`src/eau_pkg.sv`:
```
// shared constants and types for the effective address unit
package eau_pkg;

  localparam int LADDR_W   = 15;
  localparam int PADDR_W   = 20;
  localparam int WORD_W    = 16;
  localparam int LVL_W     = 4;
  localparam int LEVEL_MAX = 15;

  // index bits (mode select)
  localparam logic [1:0] MODE_ABS = 2'h0;
  localparam logic [1:0] MODE_PC  = 2'h1;
  localparam logic [1:0] MODE_AC2 = 2'h2;
  localparam logic [1:0] MODE_AC3 = 2'h3;

  // where an extended instruction keeps its index bits
  localparam logic [1:0] FLD_B12 = 2'h0;
  localparam logic [1:0] FLD_B34 = 2'h1;
  localparam logic [1:0] FLD_B67 = 2'h2;

  // field positions, vector index = 15 - printed bit number
  localparam int SH_IND_POS    = 10;
  localparam int SH_MODE_LSB   = 8;
  localparam int SH_DISP_W     = 8;
  localparam int B12_MODE_LSB  = 13;
  localparam int B34_MODE_LSB  = 11;
  localparam int PTR_IND_POS   = 15;
  localparam int BYTE_SEL_POS  = 0;
  localparam int BIT_OFS_LSB   = 4;
  localparam int BIT_OFS_W     = 12;
  localparam int BIT_POS_W     = 4;

  typedef enum logic [1:0] {
    EAU_KIND_WORD = 2'h0,
    EAU_KIND_BYTE = 2'h1,
    EAU_KIND_BIT  = 2'h2
  } eau_kind_t;

  // gray along idle -> translate -> read -> translate and done -> idle; translate -> done flips two bits
  typedef enum logic [2:0] {
    EAU_ST_IDLE  = 3'h0,
    EAU_ST_XLAT  = 3'h1,
    EAU_ST_READ  = 3'h3,
    EAU_ST_DONE  = 3'h2,
    EAU_ST_FAULT = 3'h6
  } eau_state_t;

endpackage : eau_pkg

```
`src/eau_calc_if.sv`:
```
// interface between the sequencer and the intermediate address adder
`timescale 1ns/100ps
interface eau_calc_if;
  logic [15:0] instr;
  logic [15:0] ext_word;
  logic        extended;
  logic [1:0]  fld;
  logic [15:0] pc;
  logic [15:0] acc2;
  logic [15:0] acc3;
  logic [1:0]  mode;
  logic [14:0] disp;
  logic [14:0] ia;
  logic        indirect;

  modport calc (input  instr, ext_word, extended, fld, pc, acc2, acc3,
                output mode, disp, ia, indirect);
  modport user (output instr, ext_word, extended, fld, pc, acc2, acc3,
                input  mode, disp, ia, indirect);
endinterface : eau_calc_if

```
`src/eau_top.sv`:
```
// effective address unit: mode decode, indirection, byte and bit pointers
//
// Overview of operation
// - logical word addresses are 15 bits wide
// - address after the highest wraps to zero
// - enabled translation maps logical to 20-bit physical
// - short form: bit5 indirect, 6-7 mode, 8-15 displacement
// - extended: mode per opcode, next word indirect/displacement
// - displacement unsigned in absolute, signed otherwise
// - mode 00 abs, 01 pc, 10 acc2, 11 acc3
// - absolute intermediate address is the displacement
// - pc relative adds to displacement word address
// - accumulator relative adds to named base accumulator
// - top bit of pc or accumulator ignored
// - sums wrap by dropping the carry
// - translate intermediate address before indirection or access
// - indirect: fetch pointer, repeat while its bit0 set
// - chain ends at clear indirect bit
// - protected chains limited to LEVEL_MAX levels, fifteen by default
// - byte pointer: bits 0-14 word, bit 15 select
// - byte pointers never indirect
// - bit address: resolved base plus unsigned offset
// - bit position from destination bits 12-15
// - accumulators untouched; same accumulator means zero base
`timescale 1ns/100ps
module eau_top #(
  parameter int LEVEL_MAX = eau_pkg::LEVEL_MAX
) (
  input  wire logic                 clock_i,
  input  wire logic                 resetn_i,
  input  wire logic                 req_valid_i,
  input  eau_pkg::eau_kind_t        req_kind_i,
  input  wire logic                 extended_i,
  input  wire logic [1:0]           ext_field_i,
  input  wire logic [15:0]          instr_i,
  input  wire logic [15:0]          ext_word_i,
  input  wire logic [15:0]          pc_i,
  input  wire logic [15:0]          base_accumulator_two_i,
  input  wire logic [15:0]          base_accumulator_three_i,
  input  wire logic [15:0]          byte_ptr_i,
  input  wire logic [15:0]          src_acc_i,
  input  wire logic [15:0]          dst_acc_i,
  input  wire logic                 same_acc_i,
  input  wire logic                 map_enable_i,
  input  wire logic                 indirect_prot_i,
  output logic                      xlat_req_o,
  output logic [14:0]               xlat_laddr_o,
  input  wire logic                 xlat_ack_i,
  input  wire logic [19:0]          xlat_paddr_i,
  output logic                      mem_rd_o,
  output logic [19:0]               mem_paddr_o,
  input  wire logic                 mem_ack_i,
  input  wire logic [15:0]          mem_data_i,
  output logic                      busy_o,
  output logic                      done_o,
  output logic                      prot_fault_o,
  output logic [14:0]               ea_o,
  output logic [19:0]               ea_phys_o,
  output logic                      byte_sel_o,
  output logic [3:0]                bit_pos_o
);

  if (LEVEL_MAX < 1 || LEVEL_MAX > 15) begin : g_bad_level
    $error("LEVEL_MAX must lie in 1..15");
  end

  localparam logic [3:0] LVL_LIMIT = 4'(LEVEL_MAX);

  typedef struct packed {
    eau_pkg::eau_state_t st;
    logic [14:0]         ia;
    logic                ind;
    logic [3:0]          lvl;
    logic [14:0]         ofs;
    logic                bsel;
    logic [3:0]          bitpos;
    logic [19:0]         paddr;
  } eau_regs_t;

  eau_regs_t s_r;
  eau_regs_t s_nxt;

  eau_calc_if cif ();

  assign cif.instr    = instr_i;
  assign cif.ext_word = ext_word_i;
  assign cif.extended = extended_i;
  assign cif.fld      = ext_field_i;
  assign cif.pc       = pc_i;
  assign cif.acc2     = base_accumulator_two_i;
  assign cif.acc3     = base_accumulator_three_i;

  eau_calc u_calc (
    .cif (cif)
  );

  logic accept;
  logic add_now;
  logic xlat_done;

  assign accept    = req_valid_i && (s_r.st == eau_pkg::EAU_ST_IDLE);
  assign add_now   = !s_r.ind && (s_r.ofs != 15'h0000);
  assign xlat_done = !add_now && (!map_enable_i || xlat_ack_i);

  ////////////////////////////////////////////////////////////////////////
  // next state
  always_comb begin
    s_nxt = s_r;
    case (s_r.st)
      eau_pkg::EAU_ST_IDLE: begin
        if (req_valid_i) begin
          s_nxt.st     = eau_pkg::EAU_ST_XLAT;
          s_nxt.lvl    = 4'h0;
          s_nxt.ofs    = 15'h0000;
          s_nxt.bsel   = 1'b0;
          s_nxt.bitpos = 4'h0;
          case (req_kind_i)
            eau_pkg::EAU_KIND_BYTE: begin
              s_nxt.ia   = byte_ptr_i[15:1];
              s_nxt.bsel = byte_ptr_i[eau_pkg::BYTE_SEL_POS];
              s_nxt.ind  = 1'b0;
            end
            eau_pkg::EAU_KIND_BIT: begin
              // accumulators only read, never written
              s_nxt.ia  = same_acc_i ? 15'h0000 : src_acc_i[14:0];
              s_nxt.ind = !same_acc_i
                          && src_acc_i[eau_pkg::PTR_IND_POS];
              s_nxt.ofs = {3'h0, dst_acc_i[eau_pkg::BIT_OFS_LSB +:
                                           eau_pkg::BIT_OFS_W]};
              s_nxt.bitpos = dst_acc_i[eau_pkg::BIT_POS_W-1:0];
            end
            default: begin
              s_nxt.ia  = cif.ia;
              s_nxt.ind = cif.indirect;
            end
          endcase
        end
      end
      eau_pkg::EAU_ST_XLAT: begin
        if (add_now) begin
          // offset joins the resolved base, then translate again
          s_nxt.ia  = s_r.ia + s_r.ofs;
          s_nxt.ofs = 15'h0000;
        end else if (xlat_done) begin
          s_nxt.paddr = map_enable_i ? xlat_paddr_i
                                     : {5'h00, s_r.ia};
          if (!s_r.ind) begin
            s_nxt.st = eau_pkg::EAU_ST_DONE;
          end else if (indirect_prot_i && s_r.lvl >= LVL_LIMIT) begin
            s_nxt.st = eau_pkg::EAU_ST_FAULT;
          end else begin
            s_nxt.st = eau_pkg::EAU_ST_READ;
          end
        end
      end
      eau_pkg::EAU_ST_READ: begin
        if (mem_ack_i) begin
          s_nxt.ia  = mem_data_i[14:0];
          s_nxt.ind = mem_data_i[eau_pkg::PTR_IND_POS];
          s_nxt.st  = eau_pkg::EAU_ST_XLAT;
          if (s_r.lvl != 4'hf) begin
            s_nxt.lvl = s_r.lvl + 4'h1;
          end
        end
      end
      eau_pkg::EAU_ST_DONE:  s_nxt.st = eau_pkg::EAU_ST_IDLE;
      eau_pkg::EAU_ST_FAULT: s_nxt.st = eau_pkg::EAU_ST_IDLE;
      default:               s_nxt.st = eau_pkg::EAU_ST_IDLE;
    endcase
  end

  always_ff @(posedge clock_i or negedge resetn_i) begin
    if (!resetn_i) begin
      s_r <= '{st: eau_pkg::EAU_ST_IDLE, default: '0};
    end else begin
      s_r <= s_nxt;
    end
  end

  ////////////////////////////////////////////////////////////////////////
  // outputs
  assign xlat_req_o   = (s_r.st == eau_pkg::EAU_ST_XLAT) && !add_now
                        && map_enable_i;
  assign xlat_laddr_o = s_r.ia;
  assign mem_rd_o     = (s_r.st == eau_pkg::EAU_ST_READ);
  assign mem_paddr_o  = s_r.paddr;
  assign busy_o       = (s_r.st != eau_pkg::EAU_ST_IDLE);
  assign done_o       = (s_r.st == eau_pkg::EAU_ST_DONE);
  assign prot_fault_o = (s_r.st == eau_pkg::EAU_ST_FAULT);
  assign ea_o         = s_r.ia;
  assign ea_phys_o    = s_r.paddr;
  assign byte_sel_o   = s_r.bsel;
  assign bit_pos_o    = s_r.bitpos;
endmodule : eau_top

```
`src/eau_calc.sv`:
```
// decode of address fields and intermediate address sum
`timescale 1ns/100ps
module eau_calc (
  eau_calc_if.calc cif
);

  logic [1:0]  ext_mode;
  logic [7:0]  sh_disp;
  logic [14:0] base;

  always_comb begin
    case (cif.fld)
      eau_pkg::FLD_B12:
        ext_mode = cif.instr[eau_pkg::B12_MODE_LSB +: 2];
      eau_pkg::FLD_B34:
        ext_mode = cif.instr[eau_pkg::B34_MODE_LSB +: 2];
      default:
        ext_mode = cif.instr[eau_pkg::SH_MODE_LSB +: 2];
    endcase
  end

  assign sh_disp = cif.instr[eau_pkg::SH_DISP_W-1:0];

  always_comb begin
    if (cif.extended) begin
      cif.mode     = ext_mode;
      cif.indirect = cif.ext_word[eau_pkg::PTR_IND_POS];
      cif.disp     = cif.ext_word[14:0];
    end else begin
      cif.mode     = cif.instr[eau_pkg::SH_MODE_LSB +: 2];
      cif.indirect = cif.instr[eau_pkg::SH_IND_POS];
      // zero extend for absolute, sign extend otherwise
      if (cif.mode == eau_pkg::MODE_ABS) begin
        cif.disp = {7'h00, sh_disp};
      end else begin
        cif.disp = {{7{sh_disp[7]}}, sh_disp};
      end
    end
  end

  // top bit of every base is dropped
  always_comb begin
    case (cif.mode)
      eau_pkg::MODE_PC:  base = cif.pc[14:0];
      eau_pkg::MODE_AC2: base = cif.acc2[14:0];
      eau_pkg::MODE_AC3: base = cif.acc3[14:0];
      default:           base = 15'h0000;
    endcase
  end

  // carry out of bit 14 discarded
  assign cif.ia = base + cif.disp;

endmodule : eau_calc

```
`config.mk`:
```
export PLATFORM = sky130hd
export DESIGN_NAME = eau_top
export DESIGN_NICKNAME = d
export VERILOG_FILES = /design/src/eau_pkg.sv /design/src/eau_calc_if.sv /design/src/eau_top.sv /design/src/eau_calc.sv
export SDC_FILE = /design/constraint.sdc
export NUM_CORES = 1
export LEC_CHECK = 0
export BUFFER_PORTS_ARGS = -buffer_cell sky130_fd_sc_hd__buf_2
export CORE_ASPECT_RATIO = 1.75
export CORE_UTILIZATION = 45
export DETAILED_ROUTE_END_ITERATION = 7
export PLACE_DENSITY = 0.88
export REMOVE_ABC_BUFFERS = 1
export SKIP_LAST_GASP = 1
export SYNTH_ARGS = -nofsm -noshare
export SYNTH_HDL_FRONTEND = slang
export SYNTH_SLANG_ARGS = --single-unit
```
`constraint.sdc`:
```
create_clock -name clock_i -period 3.4 [get_ports clock_i]
set_input_delay 0.68 -clock clock_i [delete_from_list [all_inputs] [get_ports clock_i]]
set_output_delay 0.68 -clock clock_i [all_outputs]
set_load 0.02 [all_outputs]
```
## Yosys cells after proc, flatten, opt, wreduce, memory -nomap -nowiden

Index checks and enable logic that the tools add are counted.

- Register bits: 63
- Input port bits: 177
- Output and inout port bits: 80
- Logic and storage cells: 81

- Add/subtract/negate cells: 3
- Order comparisons: 1
- Equal/unequal tests: 17
- Multiplexer cells: 25
- Bitwise logic cells: 1
- Reductions and logical operators: 26

Operator list:

| operator | number |
|---|---|
| case mux 15 bit (3 select lines) | 2 |
| two-way mux 15 bit | 5 |
| two-way mux 43 bit | 1 |
| case mux 16 bit (2 select lines) | 1 |
| adder 15 bit | 2 |
| case mux 15 bit (2 select lines) | 1 |
| two-way mux 23 bit | 1 |
| two-way mux 20 bit | 1 |
| nonzero test 15 bit | 1 |
| two-way mux 12 bit | 1 |
| two-way mux 3 bit | 4 |
| AND reduction 4 bit | 3 |
| case mux 5 bit (2 select lines) | 1 |
| case mux 3 bit (3 select lines) | 1 |
| AND reduction 3 bit | 3 |
| two-way mux 4 bit | 2 |
| inequality test 2 bit, second input constant | 4 |
| equality test 2 x 1 -> 1 bit, second input constant | 3 |
| equality test 2 bit, second input constant | 3 |
| equality test 3 x 2 -> 1 bit, second input constant | 2 |
| logical AND 1 bit | 6 |
| nonzero test 3 bit | 2 |
| adder 4 x 1 -> 4 bit, second input constant | 1 |
| >= comparator 4 bit, second input constant | 1 |
| other kinds (14) | 21 |

## Logic depth before layout (Yosys ltp)

- Word-level depth: 9
- Depth in mapped cells: 18
- Depth with buffers taken out: 16

## Cells and area by module

A second synthesis with hierarchy kept.

- Cells, all modules: 675
- Area, all modules: 5555.3 um2

Modules (own cells, without submodules):

| module | times used | cells an instance | area an instance (um2) | sequential area each (um2) |
|---|---|---|---|---|
| eau_top | 1 | 514 | 4374.2 | 1501.4 |
| eau_calc | 1 | 161 | 1181.1 | 0.0 |

## Worst setup path after synthesis

OpenSTA, ideal clock, no wires.

- Kind: input to register
- Start point: input port extended_i
- End point: register s_r, in the netlist ea_o[14]
- Arrival time: 4.278 ns
- Required time: 3.258 ns
- Setup slack: -1.021 ns
- Stages on the path: 18
- Buffers on the path: 2
- Path through: buf_2 -> nor2b_4 -> mux2i_1 -> nor2b_1 -> clkbuf_1 -> nand2_1 -> o21ai_0 -> ha_1 -> inv_1 -> fa_1 -> nor2b_1 -> o2111ai_1 -> a311oi_1 -> o31a_1 -> o32ai_1 -> xnor2_1 -> a221oi_2 -> o221ai_1

- Cells in the longest elaborated chain, start to end: 7
- Elaborated cells between the ends (all ways): 10
- Those cells by class: add/sub: 1; eq/ne: 3; mux: 6

RTL lines:

| element | RTL line | text |
|---|---|---|
| from (decl) | eau_top.sv:33 | `input wire logic extended_i,` |
| two-way mux 2 bit | eau_calc.sv:25 | `if (cif.extended) begin` |
| equality test 2 bit / equality test 2 x 1 -> 1 bit (equally long branches) | eau_calc.sv:43 | `case (cif.mode)` |
| case mux 15 bit (3 select lines) | eau_calc.sv:43 |  |
| adder 15 bit * | eau_calc.sv:52 | `assign cif.ia = base + cif.disp;` |
| case mux 16 bit (2 select lines) * | eau_top.sv:117 | `case (req_kind_i)` |
| two-way mux 43 bit * | eau_top.sv:111 | `if (req_valid_i) begin` |
| case mux 15 bit (3 select lines) * | eau_top.sv:109 | `case (s_r.st)` |
| to (signal assigned) | eau_top.sv:176 | `s_r <= s_nxt;` |
| to (decl) | eau_top.sv:80 | `eau_regs_t s_r;` |

Mark *: on every way between the ends. The rest lies on a longest branch, timed or not. The select of a mux whose other input is x is not followed.
A chain may end at the register's enable or synchronous reset.

## Final worst setup path

- Start point: input port extended_i
- End point: register s_r, in the netlist ea_o[12]

The elaborated chain is that of the path after synthesis.

==> impl_results.md <==
* Worst path cell trace: buf_8, nor2b_4, mux2i_4, nor2b_4, nand2_1, o21ai_1, ha_2, inv_2, fa_2, nor2b_4, o2111ai_2, a311oi_2, o31a_1, buf_4, o2111ai_2, o41a_1, a32oi_2, o311ai_1
* Hold Buf Count CTS at 0
* FF+latch count, synth at 60
* Number of max-cap violations at 0
* Clock transition at the registers of the reported paths at about 0.05 ns
* Leading cell type in the layout, fill and taps excluded: buf_2
* Yosys warns at 0
* Hold WS at 0.359 ns
* Endpoint type of the worst setup path: flop
* Avg Cell Area, Syn at a little over 8 um2
* Total power at between 4 and 5 mW
* Mux contribution to synthesized area at 0.0874
* I/O pins at ~260
* Yosys cell types at 57
* Die area at ~0.012 mm2
* DRC Markers at 13
* Status: complete, but fails checks
* Async set-reset flop share out of synthesis at 1.00
* Crit path time final at 3.65 ns
* Worst hold path type: in -> async
* FF+latch area at about 0.0015 mm2
* CTS tree: yes
* GRT Residual Overflow at 0
* DP HPWL at approximately 13000 um
* Die Wd at between 80 and 90 um
* Detailed Routing Iterations Pass 1 at 7
* Met2 WL at approximately 9400 um
* Synth Area in Adders at 0.0753
* Routability congestion estimate at ~0.9
* PD cells at a little over 700 mW/mm2
* Lkg Pwr at ~3.6 nW
* Num rows at 52
* CTS HTree Levels at 3
* WP data required at about 3.6 ns
* Filler Cell Count at between 1000 and 1500
* Failing checks: DRC, setup timing
* CTS Buf Count at 9
* XOR/XNOR Fraction of Synth Area at 0.0344
* Slew Limit Fails at 0
* Nets at approximately 1100
* Most common flop cell mapped by yosys: dfrtp_1
* Seq/Total Area, Yosys at 0.281
* Multi-input logic area at 0.00324 mm2
* CP peak stage delay at approximately 0.37 ns
* Kind of critical path: in -> reg
* CP most frequent cell: nor2b_4
* Ant diodes at 0
* Final worst setup slack at -0.245 ns
* Crit path DAT at around 3.8 ns
* Ratio of cells with drive above 1 in the final layout at 0.418
* All-Layer GR Usage at 0.276
* Compound-Gate Fraction of Synth Area at 0.231
* Via density at 5.65
* Final count of hold timing violations at 0
* Wirelength per Cell at roughly 17 um
* Largest family of logic cells by synthesized area: compound AO/OA/AOI/OAI gates
* Setup TNS at -0.836 ns
* EDFF count, synth at 0
* Die H at approximately 150 um
* Startpoint type of the worst setup path: input port
* M1 wire length at 5800 um
* Cells after synthesis at 649
* Final setup violation count at 6
* Synthesized area at about 0.0054 mm2
* Largest net degree at the start of global routing at 36
* Crit share post-route at 1.07
* Clk buf depth at 2
* Clock skew at ~0.0075 ns
* Post-route ant nets at 0
* Normalized max-slew margin at 0.492
* Clk sinks at 60
* Top sig layer: met4
* Via Count at ~5600
* RSZ-0062 raised after global routing: yes
* Area Overhead vs Synth at 29.8%
* Core Box Area at 0.0116 mm2
* Initial antenna violation count at 0
* Global-route wire length before repair at 27000 um
* Clock Latency Late Sink at around 0.33 ns
* Routed met3 length at ~840 um
* CP max-delay cell: fa_2
* Routed WL at ~17000 um
* Commonest cells after routing, fill and taps aside: 249 x buf_2, 93 x nand2_1, 60 x dfrtp_1
* Crit-path max FO at 3
* Slew @ Worst Pin at about 0.76 ns
* CTS Root Cell: clkbuf_16
* Worst vdd ir at around 0.24 mV
* Post-Synth Simple-Gate Area at 0.151
* Initial core utilization at 0.462
* F_max at about 0.27 GHz
* Vias in the first global route at between 5000 and 6000
* Port bufs at between 200 and 300
* Detailed Route Iter0 Violations at about 360
## final timing paths
kind / cells after the start / start / endpoint / slack, ns
min in group clock_i: 2 / bit_pos_o[1] / bit_pos_o[1] / 0.49
worst max register to register: 9 / ea_o[0] / ea_o[10] / 0.65
worst min register to register: 2 / bit_pos_o[1] / bit_pos_o[1] / 0.49
worst min-delay path: 1 / resetn_i / ea_phys_o[0] / 0.36
max in group asynchronous: 2 / resetn_i / s_r[41] / 2.12
worst max-delay path: 18 / extended_i / ea_o[12] / -0.25
## sequential cells by signal, indices dropped and copies added, names as in the netlist
register,count
bit_pos_o,4
byte_sel_o,1
ea_o,15
ea_phys_o,20
s_r,20
## synthesized netlist by cell type (all sizes together) (14+ instances only)
| cell | n | share of area |
|---|---|---|
| a211oi | 14 | 0.020 |
| a21oi | 26 | 0.024 |
| a221oi | 26 | 0.044 |
| buf | 77 | 0.11 |
| clkbuf | 29 | 0.020 |
| dfrtp | 60 | 0.28 |
| ha | 29 | 0.068 |
| inv | 20 | 0.014 |
| mux2i | 32 | 0.062 |
| nand2 | 94 | 0.066 |
| nor2 | 25 | 0.018 |
| o21ai | 69 | 0.065 |
## through the flow
stage	cell area, um2	cells	utilization	worst slack (ns)
after floorplan	4680	543	-	-1.19
after global placement	6440	975	0.556	-0.705
after detailed placement	6440	975	0.556	-0.834
after CTS	6890	993	0.595	-0.189
after global routing	6950	994	0.600	-0.326
final	6950	994	0.600	-0.245
## layer usage
layer	vias up	global-route usage
met3	52	0.0373
met2	239	0.545
met4	0	0.136
met5	-	0
li1	2684	-
met1	2643	0.274
## cell type report
cell class,count,area share
clock buffers,12,0.0369
well taps,135,0.0243
clock inverters,4,0.00684
inverters,20,0.0108
repair buffers,300,0.239
flip-flops and latches,60,0.216
multi-input cells,463,0.466
## critical path: cells and delay by family
| family | cells | cell delay [ns] |
|---|---|---|
| and+or+nand+nor | 4 | 0.66 |
| buffers and inverters | 3 | 0.28 |
| muxes | 1 | 0.27 |
| adders and majority gates | 2 | 0.59 |
| AOI/OAI and AO/OA | 8 | 1.34 |
## where the power goes
part	internal [mW]	total, mW	switching [mW]
clock	0.604	0.918	0.314
sequential	0.976	1.25	0.276
combinational	1.06	2.76	1.70
total	2.64	4.93	2.29
## cell families after synthesis
group | count (synthesis)
multiplexers | 44
XOR/XNOR | 21
AND/OR/NAND/NOR | 179
flip-flops | 60
buffers and inverters | 126
adder cells (fa/ha/maj) | 31
AO/OA/AOI/OAI | 188
## what timing repair did
action	4_1_cts	5_1_grt
setup buffers	3	1
pin swaps	26	8
endpoints found under the setup margin	6	8
resized for setup	37	9
hold endpoints to repair	0	0
Note: power is estimated with default switching activity, not from simulation.
